### src/common/hot_swap_pkg.sv
// Purpose: Shared constants and carriers for the hot swap pin control block
// Assumes: 250 MHz core clock
// Notes: Long counts are module parameters derived from these constants
package hot_swap_pkg;
    localparam int unsigned CLOCK_HZ = 250_000_000;
    // Restart hold-off time in seconds
    localparam int unsigned RESTART_HOLD_SEC = 10;
    localparam longint unsigned RESTART_HOLD_CYCLES = longint'(RESTART_HOLD_SEC) * longint'(CLOCK_HZ);
    // Retry attempts before the seven-attempt fail flag
    localparam int unsigned RETRY_LIMIT = 7;
    localparam logic [2:0] RETRY_LIMIT_3 = 3'h7;
    // Multi-function pin modes
    localparam logic [1:0] MODE_HEALTH = 2'h0;
    localparam logic [1:0] MODE_GPO = 2'h1;
    localparam logic [1:0] MODE_ALERT = 2'h2;
    localparam logic [1:0] MODE_TRIGGER = 2'h3;
    // Fixed management bus addresses selected by the address strap
    localparam logic [6:0] BUS_ADDR_0 = 7'h10;
    localparam logic [6:0] BUS_ADDR_1 = 7'h12;
    localparam logic [6:0] BUS_ADDR_2 = 7'h14;
    localparam logic [6:0] BUS_ADDR_3 = 7'h16;

    // Analog comparator status from the front end
    typedef struct packed {
        logic under_voltage;
        logic over_voltage;
        logic fet_linear;
        logic load_charged;
        logic overcurrent;
        logic fet_unhealthy;
    } analog_status_type;

    // Gate control state
    typedef enum logic [3:0] {
        ST_OFF = 4'h1,
        ST_ON = 4'h2,
        ST_HOLD = 4'h4,
        ST_LATCHED = 4'h8
    } gate_state_type;
endpackage : hot_swap_pkg

### src/hot_swap_pin_control.sv
// Purpose: Gate enable, restart hold-off, status flags and multi-function pins
// Assumes: Pins are asynchronous; analog status and host controls are on clock_i
// Notes: Alert outputs are active high here; pad inversion lies outside
module hot_swap_pin_control
    import hot_swap_pkg::*;
#(
    parameter longint unsigned HOLD_CYCLES = RESTART_HOLD_CYCLES,
    parameter int unsigned AUX_WIDTH = 12
) (
    input wire logic clock_i,
    input wire logic rst_i,
    input wire logic gate_off_request_n_i,
    input wire logic restart_n_i,
    input wire logic mf1_pin_i,
    input wire logic mf2_pin_i,
    input wire logic [1:0] addr_strap_i,
    input wire analog_status_type analog_i,
    input wire logic [1:0] mf1_mode_i,
    input wire logic [1:0] mf2_mode_i,
    input wire logic general_output_one_i,
    input wire logic general_output_two_i,
    input wire logic [7:0] alert_enable_i,
    input wire logic [7:0] alert_source_i,
    input wire logic serial_data_drive_low_i,
    input wire logic serial_data_in_pin_i,
    input wire logic aux_sample_valid_i,
    input wire logic [AUX_WIDTH-1:0] aux_sample_i,
    output logic gate_enable_o,
    output logic mf1_out_o,
    output logic mf1_oe_o,
    output logic mf2_out_o,
    output logic serial_data_out_pin_o,
    output logic serial_data_in_o,
    output logic sample_start_o,
    output logic load_powered_flag_o,
    output logic supply_in_window_flag_n_o,
    output logic latch_fault_o,
    output logic retry_fail_o,
    output logic [1:0] retry_scheme_o,
    output logic [6:0] bus_addr_o,
    output logic [AUX_WIDTH-1:0] aux_value_o
);
    localparam int CW = $clog2(HOLD_CYCLES + 1);

    // Hold-off shorter than seven cycles breaks the hold assertion window
    if (HOLD_CYCLES < 8 || AUX_WIDTH < 1) begin : bad_params_gen
        $error("hot_swap_pin_control: bad parameters");
    end

    logic [3:0] sync1_reg;
    logic [3:0] sync2_reg;
    logic [1:0] strap1_reg;
    logic [1:0] strap2_reg;
    logic restart_prev_reg;
    logic trig_prev_reg;
    logic serial_sync1_reg;
    logic serial_sync2_reg;
    logic strap_taken_reg;
    logic [CW-1:0] hold_count_reg;
    logic [2:0] retry_count_reg;
    gate_state_type state_reg;
    gate_state_type state_next;
    logic window_ok;
    logic shutdown;
    logic restart_fall;
    logic trig_rise;
    logic alert_any;

    // Two-stage synchronisers for shutdown, restart, pin one and pin two
    // No reset: strap levels must already be settled when reset is released
    always_ff @(posedge clock_i) begin
        sync1_reg <= {mf2_pin_i, mf1_pin_i, restart_n_i, gate_off_request_n_i};
        sync2_reg <= sync1_reg;
    end

    // Edge history follows the pins through reset, so no false edge follows it
    always_ff @(posedge clock_i) begin
        restart_prev_reg <= sync2_reg[1];
        trig_prev_reg <= sync2_reg[2];
    end

    assign shutdown = ~sync2_reg[0];
    assign restart_fall = restart_prev_reg & ~sync2_reg[1];
    assign trig_rise = sync2_reg[2] & ~trig_prev_reg;
    assign window_ok = ~analog_i.under_voltage & ~analog_i.over_voltage;

    // Address strap synchroniser runs through reset as well
    always_ff @(posedge clock_i) begin
        strap1_reg <= addr_strap_i;
        strap2_reg <= strap1_reg;
    end

    // Straps captured once after reset release
    always_ff @(posedge clock_i) begin
        if (rst_i) begin
            strap_taken_reg <= 1'h0;
            retry_scheme_o <= 2'h0;
            bus_addr_o <= BUS_ADDR_0;
        end else begin
            if (!strap_taken_reg) begin
                strap_taken_reg <= 1'h1;
                // Scheme from the static shutdown, restart and pin two levels
                retry_scheme_o <= {sync2_reg[0] & sync2_reg[1], sync2_reg[3]};
                if (strap2_reg == 2'h0) begin
                    bus_addr_o <= BUS_ADDR_0;
                end else if (strap2_reg == 2'h1) begin
                    bus_addr_o <= BUS_ADDR_1;
                end else if (strap2_reg == 2'h2) begin
                    bus_addr_o <= BUS_ADDR_2;
                end else begin
                    bus_addr_o <= BUS_ADDR_3;
                end
            end
        end
    end

    // Gate state machine
    always_comb begin
        state_next = state_reg;
        case (state_reg)
            ST_OFF: begin
                if (window_ok && !shutdown) begin
                    state_next = ST_ON;
                end
            end
            ST_ON: begin
                if (analog_i.overcurrent && retry_scheme_o == 2'h0) begin
                    state_next = ST_LATCHED;
                end else if (analog_i.overcurrent) begin
                    state_next = ST_OFF;
                end
            end
            ST_HOLD: begin
                if (hold_count_reg == CW'(HOLD_CYCLES - 1)) begin
                    state_next = ST_OFF;
                end
            end
            ST_LATCHED: begin
                state_next = ST_LATCHED;
            end
            default: begin
                state_next = ST_OFF;
            end
        endcase
        if (restart_fall) begin
            state_next = ST_HOLD;
        end
    end

    always_ff @(posedge clock_i) begin
        if (rst_i) begin
            state_reg <= ST_OFF;
        end else begin
            state_reg <= state_next;
        end
    end

    // Hold-off counter
    always_ff @(posedge clock_i) begin
        if (rst_i || state_reg != ST_HOLD || restart_fall) begin
            hold_count_reg <= '0;
        end else begin
            hold_count_reg <= hold_count_reg + CW'(1);
        end
    end

    // Retry attempt counter for the seven-attempt flag
    always_ff @(posedge clock_i) begin
        if (rst_i || restart_fall) begin
            retry_count_reg <= 3'h0;
        end else if (state_reg == ST_ON && analog_i.overcurrent && retry_count_reg != RETRY_LIMIT_3) begin
            retry_count_reg <= retry_count_reg + 3'h1;
        end
    end

    assign alert_any = |(alert_enable_i & alert_source_i);

    // Registered pin and status outputs
    always_ff @(posedge clock_i) begin
        if (rst_i) begin
            gate_enable_o <= 1'h0;
            load_powered_flag_o <= 1'h0;
            supply_in_window_flag_n_o <= 1'h1;
            latch_fault_o <= 1'h0;
            retry_fail_o <= 1'h0;
            mf1_out_o <= 1'h0;
            mf2_out_o <= 1'h0;
            sample_start_o <= 1'h0;
        end else begin
            gate_enable_o <= (state_next == ST_ON) && !shutdown && window_ok;
            load_powered_flag_o <= (state_next == ST_ON) && !analog_i.fet_linear
                && analog_i.load_charged;
            supply_in_window_flag_n_o <= ~window_ok;
            latch_fault_o <= state_next == ST_LATCHED;
            retry_fail_o <= retry_count_reg == RETRY_LIMIT_3;
            sample_start_o <= (mf1_mode_i == MODE_TRIGGER) && trig_rise;
            if (mf1_mode_i == MODE_GPO) begin
                mf1_out_o <= general_output_one_i;
            end else if (mf1_mode_i == MODE_ALERT) begin
                mf1_out_o <= alert_any;
            end else begin
                mf1_out_o <= analog_i.fet_unhealthy;
            end
            if (mf2_mode_i == MODE_GPO) begin
                mf2_out_o <= general_output_two_i;
            end else if (mf2_mode_i == MODE_ALERT) begin
                mf2_out_o <= alert_any;
            end else begin
                mf2_out_o <= retry_count_reg == RETRY_LIMIT_3;
            end
        end
    end

    assign mf1_oe_o = mf1_mode_i != MODE_TRIGGER;

    // Split serial data: separate input sync and output drive
    always_ff @(posedge clock_i) begin
        if (rst_i) begin
            serial_sync1_reg <= 1'h1;
            serial_sync2_reg <= 1'h1;
            serial_data_out_pin_o <= 1'h1;
        end else begin
            serial_sync1_reg <= serial_data_in_pin_i;
            serial_sync2_reg <= serial_sync1_reg;
            serial_data_out_pin_o <= ~serial_data_drive_low_i;
        end
    end
    assign serial_data_in_o = serial_sync2_reg;

    // Auxiliary channel readback
    always_ff @(posedge clock_i) begin
        if (rst_i) begin
            aux_value_o <= '0;
        end else if (aux_sample_valid_i) begin
            aux_value_o <= aux_sample_i;
        end
    end

    AST_GATE_OFF_REQ: assert property (@(posedge clock_i) disable iff (rst_i)
        !sync2_reg[0] |=> !gate_enable_o) else $error("gate on during shutdown");
    AST_WINDOW_GATE: assert property (@(posedge clock_i) disable iff (rst_i)
        !window_ok |=> !gate_enable_o) else $error("gate on outside window");
    AST_HOLD_OFF: assert property (@(posedge clock_i) disable iff (rst_i)
        restart_fall |=> !gate_enable_o [*8]) else $error("gate on during hold");
    AST_HOLD_END: assert property (@(posedge clock_i) disable iff (rst_i)
        state_reg == ST_HOLD && hold_count_reg == CW'(HOLD_CYCLES - 1) && !restart_fall
        |=> state_reg == ST_OFF) else $error("hold did not end");
    AST_PGOOD: assert property (@(posedge clock_i) disable iff (rst_i)
        load_powered_flag_o |-> $past(analog_i.load_charged) && !$past(analog_i.fet_linear))
        else $error("power good too early");
    // The flag still shows its reset value at the first edge after release
    AST_SUPPLY: assert property (@(posedge clock_i) disable iff (rst_i)
        !$past(rst_i) |-> supply_in_window_flag_n_o == !$past(window_ok)) else $error("supply flag wrong");
    AST_ALERT: assert property (@(posedge clock_i) disable iff (rst_i)
        mf1_mode_i == MODE_ALERT && alert_any |=> mf1_out_o || $past(mf1_mode_i) != MODE_ALERT)
        else $error("alert missed");
    AST_LATCH: assert property (@(posedge clock_i) disable iff (rst_i)
        latch_fault_o && !restart_fall |=> latch_fault_o) else $error("latch lost");
    AST_RETRY: assert property (@(posedge clock_i) disable iff (rst_i)
        mf2_mode_i == MODE_HEALTH && retry_count_reg == RETRY_LIMIT_3 && $stable(mf2_mode_i)
        |=> mf2_out_o) else $error("retry flag missing");
    AST_SAMPLE_START: assert property (@(posedge clock_i) disable iff (rst_i)
        sample_start_o |-> $past(mf1_mode_i) == MODE_TRIGGER) else $error("bad sample start");

    COV_RESTART: cover property (@(posedge clock_i) disable iff (rst_i) restart_fall ##1 state_reg == ST_HOLD);
    COV_POWERED: cover property (@(posedge clock_i) disable iff (rst_i) load_powered_flag_o);
    COV_LATCH: cover property (@(posedge clock_i) disable iff (rst_i) latch_fault_o);
    COV_SAMPLE: cover property (@(posedge clock_i) disable iff (rst_i) sample_start_o);
endmodule : hot_swap_pin_control

### config.mk
export PLATFORM = sky130hd
export DESIGN_NAME = hot_swap_pin_control
export DESIGN_NICKNAME = d
export VERILOG_FILES = /design/src/common/hot_swap_pkg.sv /design/src/hot_swap_pin_control.sv
export SDC_FILE = /design/constraint.sdc
export NUM_CORES = 1
export LEC_CHECK = 0
export BUFFER_PORTS_ARGS = -buffer_cell sky130_fd_sc_hd__buf_2
export CAP_MARGIN = 20
export CORE_ASPECT_RATIO = 0.75
export CORE_UTILIZATION = 50
export DETAILED_ROUTE_END_ITERATION = 10
export PLACE_DENSITY_LB_ADDON = 0.3
export SETUP_SLACK_MARGIN = 0.02
export SYNTH_ARGS = -nofsm -noshare
export SYNTH_HDL_FRONTEND = slang
export SYNTH_SLANG_ARGS = --single-unit
### constraint.sdc
create_clock -name clock_i -period 2.87 [get_ports clock_i]
set_clock_uncertainty 0.05 [all_clocks]
set_input_delay 0.1435 -clock clock_i [delete_from_list [all_inputs] [get_ports clock_i]]
set_output_delay 0.1435 -clock clock_i [all_outputs]
set_load 0.01 [all_outputs]
==> results of run 1 <==
==> cells by family after synthesis <==
kind of cell    Yosys count
compound gates           21
xor+xnor                 31
fa+ha+maj                 3
buf+inv                  22
flops                    81
mux                      19
other cells               2
simple gates            147
==> critical path: cells and delay by family, from the launching register on <==
family / cells / cell delay (ns)
simple gates: 3 / 0.84
compound gates: 1 / 0.16
flops: 1 / 0.46
buf+inv: 1 / 0.56
==> layout make-up <==
type	count	area, um2	area share, %
flip-flops and latches	81	1620	39.4
inverters	7	26.3	0.639
clock inverters	7	82.6	2.01
clock buffers	9	124	3.01
well taps	81	101	2.46
repair buffers	102	633	15.4
multi-input cells	226	1530	37.1
==> worst max-delay path by stage <==
stage                                   from             endpoint  slack [ns]  cells after the start
after floorplan            hold_count_reg[3]   hold_count_reg[23]        1.34                      6
after global placement    hold_count_reg[12]   hold_count_reg[27]        1.13                      5
after detailed placement  hold_count_reg[12]   hold_count_reg[27]        1.09                      5
after CTS                       state_reg[0]  load_powered_flag_o        0.77                      5
after global routing            state_reg[0]  load_powered_flag_o        0.59                      5
final                           state_reg[0]  load_powered_flag_o        0.75                      5
==> Yosys cell counts, drive strengths merged, types with 2 or more instances <==
master / number
clkbuf: 7
nor4: 13
dfxtp: 81
xor2: 10
buf: 8
nand4: 10
and3: 10
a21oi: 6
conb: 2
and4: 5
nand3: 12
xnor2: 21
nor2b: 2
mux2i: 18
nand2b: 3
inv: 7
nand2: 16
or4b: 2
nor4b: 6
nor2: 56
nand3b: 2
o21ai: 5
nor3: 4
ha: 3
or2: 3
a22oi: 4
==> per-layer routing <==
layer	vias to the layer above	track usage (%)	routed length [um]
met5	-	0	0
met4	0	6.57	79
met3	8	6.26	369
met2	74	29.4	2860
met1	1166	27.7	3250
li1	1329	-	-
==> power by group <==
| group | internal, W | switching (W) | total [W] |
|---|---|---|---|
| clock network | 0.000419 | 0.000439 | 0.000858 |
| logic | 0.0000862 | 0.0000693 | 0.000156 |
| registers | 0.00115 | 0.0000173 | 0.00117 |
==> through the flow <==
step	setup WS (ns)	std cells
after floorplan	1.34	329
after global placement	1.13	473
after detailed placement	1.09	473
after CTS	0.769	513
after global routing	0.594	513
final	0.750	513
==> out/metrics.csv, run 1 <==
metric,value,unit
CTS tree,yes,
MaxCap Viol Count,0,
antenna violations before repair,0,
GRT Residual Overflow,0,
Synth Instances,326,
Lkg Pwr,1.68,nW
per-cell routed wire length,12.8,um
cell type with the largest total area after synthesis,dfxtp_1,
crit path max fanout,7,
"FF+latch count, synth",81,
outcome,"finished, final reports clean",
CTS resizes,0,
vias in the first global route,2185,
top post-synthesis cells by area,"dfxtp_1 50%, nor2_1 6.5%, xnor2_1 5.7%, mux2i_1 5.5%, nor4_2 3.1%",
period utilization,73.9,%
core area,6290,um2
"Async S/R FF share, synth",0,%
WHS,0.0129,ns
CTS root buf,clkbuf_8,
Mean Syn Cell Area,9.98,um2
HPWL after detailed placement,4290,um
Post-synth EDFFs,0,
Horiz. Die Dim,95.1,um
Yosys cell types,45,
final instance area,4110,um2
Post-Synth Simple-Gate Area,26.8,%
layout cells sized above 1,26.9,%
Rel. slew slack,66.2,%
first-pass detailed-route iteration total,5,
final wirelength,6560,um
H-Tree Depth,3,
synthesized area,3250,um2
first-pass GRT wire length,10300,um
DRT antenna net count,0,
Sum Neg Setup Slack,0,ns
"Cell Area, Placed",3670,um2
"Area growth, synth to finish",26.5,%
post-layout util,65.4,%
post-layout min period,2.12,ns
# DRC,0,
RSZ-0062 raised after global routing,no,
largest family of logic cells by synthesized area,simple AND/OR/NAND/NOR gates,
worst skew pair latency,0.35,ns
Reg2Reg Depth,5,
sequential fraction of the synthesis area,49.9,%
Slew Limit Fails,0,
Compound-Gate Fraction of Synth Area,4.12,%
Num Clock Sinks,81,
Total Routing Usage GR,20.0,%
CP Cell Sequence,or4b_1 -> o21ai_0 -> nand2_1 -> nor3b_1 -> dlygate4sd3_1,
CP startpoint kind,flop,
Crit path required time,3.12,ns
"Setup violations, final",0,
# rows,25,
Synth Flop Type,dfxtp_1,
Synth top area share,49.9,%
Crit path largest cell delay,0.56,ns
yosys warns,0,
Port Buf Inserts,77,
pwr dens,531,nW/um2
TritonCTS buffer count,9,
ant diodes,0,
internal reg-to-reg setup slack,0.75,ns
# hold bufs at CTS,24,
routed vias/inst,5.02,
FMAX,0.472,GHz
"Hold Violations, Final",0,
CP Capture Type,flop,
Post-Synth Adder-Cell Area,1.15,%
post-synthesis mux area share,5.89,%
"most common cell after layout, fill and taps aside",dfxtp_1,
hold crit path type,in2reg,
Critical-path top delay cell,dlygate4sd3_1,
DRT iter0 DRCs,198,
total setup buffers inserted after CTS,0,
final-layout fill cell count,497,
I/O pin cnt,83,
most frequent cells in the layout,"81 x dfxtp_1, 77 x buf_2, 56 x nor2_1",
fin nets,481,
Vias,2577,
Hold Crit Start,general_output_two_i,
Largest register FFs,32,
Hold Path End,mf2_out_o,
Clock Path Buffers,2,
worst r2r dst,load_powered_flag_o,
"Reg clk slew, reported paths",0.08,ns
Pwr Total,0.00219,W
Initial Util,51.7,%
hold depth,3,
XOR/XNOR Fraction of Synth Area,8.35,%
pin count of the biggest net entering global routing,32,
GPL Wtd Cong,0.798,
die area,6830,um2
Slew @ Worst Pin,0.503,ns
Peak VDD IR,0.375,mV
CP arrival,2.37,ns
kind of critical path,reg2reg,
Die Span Y,71.8,um
reg2reg start,state_reg[0],
Note: power is estimated with default switching activity, not from simulation.
==> run 2: changes to the inputs <==
Clock period 2.87 ns to 2.15 ns, I/O delays scaled along.
==> out/metrics.csv, run 2 (synthesis results as in run 1) <==
metric,value,unit
layout cells sized above 1,27.4,%
HPWL after detailed placement,4470,um
worst r2r dst,load_powered_flag_o,
"Area growth, synth to finish",27.5,%
first-pass detailed-route iteration total,4,
Reg2Reg Depth,5,
DRT antenna net count,0,
reg2reg start,state_reg[2],
Hold Crit Start,mf2_mode_i[0],
GPL Wtd Cong,0.825,
internal reg-to-reg setup slack,0.13,ns
Initial Util,51.7,%
routed vias/inst,5.09,
period utilization,94.2,%
antenna violations before repair,0,
Vias,2625,
die area,6830,um2
per-cell routed wire length,12.7,um
Sum Neg Setup Slack,0,ns
Die Span Y,71.8,um
post-layout min period,2.02,ns
vias in the first global route,2286,
CTS root buf,clkbuf_8,
Lkg Pwr,1.69,nW
final instance area,4150,um2
first-pass GRT wire length,10200,um
core area,6290,um2
CP startpoint kind,flop,
total setup buffers inserted after CTS,0,
TritonCTS buffer count,9,
Num Clock Sinks,81,
Total Routing Usage GR,19.8,%
"Cell Area, Placed",3670,um2
Clock Path Buffers,2,
"Reg clk slew, reported paths",0.08,ns
FMAX,0.494,GHz
Port Buf Inserts,77,
kind of critical path,reg2reg,
"most common cell after layout, fill and taps aside",dfxtp_1,
Slew Limit Fails,0,
Rel. slew slack,64.3,%
Peak VDD IR,0.527,mV
MaxCap Viol Count,0,
I/O pin cnt,83,
CTS tree,yes,
outcome,"finished, final reports clean",
Horiz. Die Dim,95.1,um
Slew @ Worst Pin,0.532,ns
"Hold Violations, Final",0,
final wirelength,6580,um
CP Capture Type,flop,
fin nets,484,
GRT Residual Overflow,0,
# rows,25,
pwr dens,689,nW/um2
most frequent cells in the layout,"80 x dfxtp_1, 77 x buf_2, 56 x nor2_1",
Hold Path End,mf2_out_o,
final-layout fill cell count,487,
Largest register FFs,32,
worst skew pair latency,0.35,ns
CP arrival,2.27,ns
RSZ-0062 raised after global routing,no,
hold depth,3,
# DRC,0,
crit path max fanout,6,
hold crit path type,in2reg,
"Setup violations, final",0,
ant diodes,0,
pin count of the biggest net entering global routing,32,
Crit path required time,2.39,ns
H-Tree Depth,3,
DRT iter0 DRCs,156,
run 2: how the worst max path moves through the flow:
stage,end,from,slack [ns]
2_1_floorplan,hold_count_reg[23],hold_count_reg[3],0.62
3_3_place_gp,hold_count_reg[27],hold_count_reg[12],0.42
3_5_place_dp,hold_count_reg[27],hold_count_reg[12],0.37
4_1_cts,load_powered_flag_o,state_reg[0],0.06
5_1_grt,load_powered_flag_o,state_reg[2],0.04
6_report,load_powered_flag_o,state_reg[2],0.13
run 2: worst max-delay path, cell delays in order (launching register included):
cell	delay, ns
dfxtp_1	0.36
or4b_1	0.59
o21ai_2	0.15
nand2_2	0.09
nor3b_2	0.18
dlygate4sd3_1	0.55
run 2: timing repair:
item | in CTS | in global routing
setup endpoints to repair | 0 | 1
hold buffers | 27 | 0
resized for setup | 0 | 5
endpoints found under the hold margin | 26 | 0
run 2: cell type report:
cell class	instances	area (um2)	share of cell area, %
clock buffers	10	128	3.08
clock inverters	6	67.6	1.63
inverters	7	26.3	0.634
multi-input cells	226	1540	37.1
flip-flops and latches	81	1620	39.1
well taps	81	101	2.44
repair buffers	105	663	16.0
run 2: through the flow:
stage / util, % / hold slack [ns] / cells / power (W) / setup WS, ns
6_report: 65.9 / 0.0315 / 516 / 0.00285 / 0.126
3_5_place_dp: 58.3 / 0.162 / 473 / 0.00177 / 0.371
5_1_grt: 65.9 / 0.0324 / 516 / 0.00297 / 0.0403
4_1_cts: 65.7 / 0.00273 / 516 / 0.00288 / 0.0578
2_1_floorplan: - / 0.0852 / 329 / 0.00169 / 0.618
3_3_place_gp: 58.3 / 0.160 / 473 / 0.00177 / 0.418
run 2: power breakdown:
group	total (W)	switching, W	internal, W
Clock	0.00107	0.000535	0.000540
Combinational	0.000214	0.0000952	0.000119
Sequential	0.00156	0.0000229	0.00154
Total	0.00285	0.000653	0.00220
run 2: routing by layer:
metal	track usage, %	vias to the layer above	share of wire, %
met1	26.1	1226	48
met3	6.26	4	5.4
met5	0	-	0
met2	30.0	70	46
met4	7.91	0	0.91
li1	-	1325	-
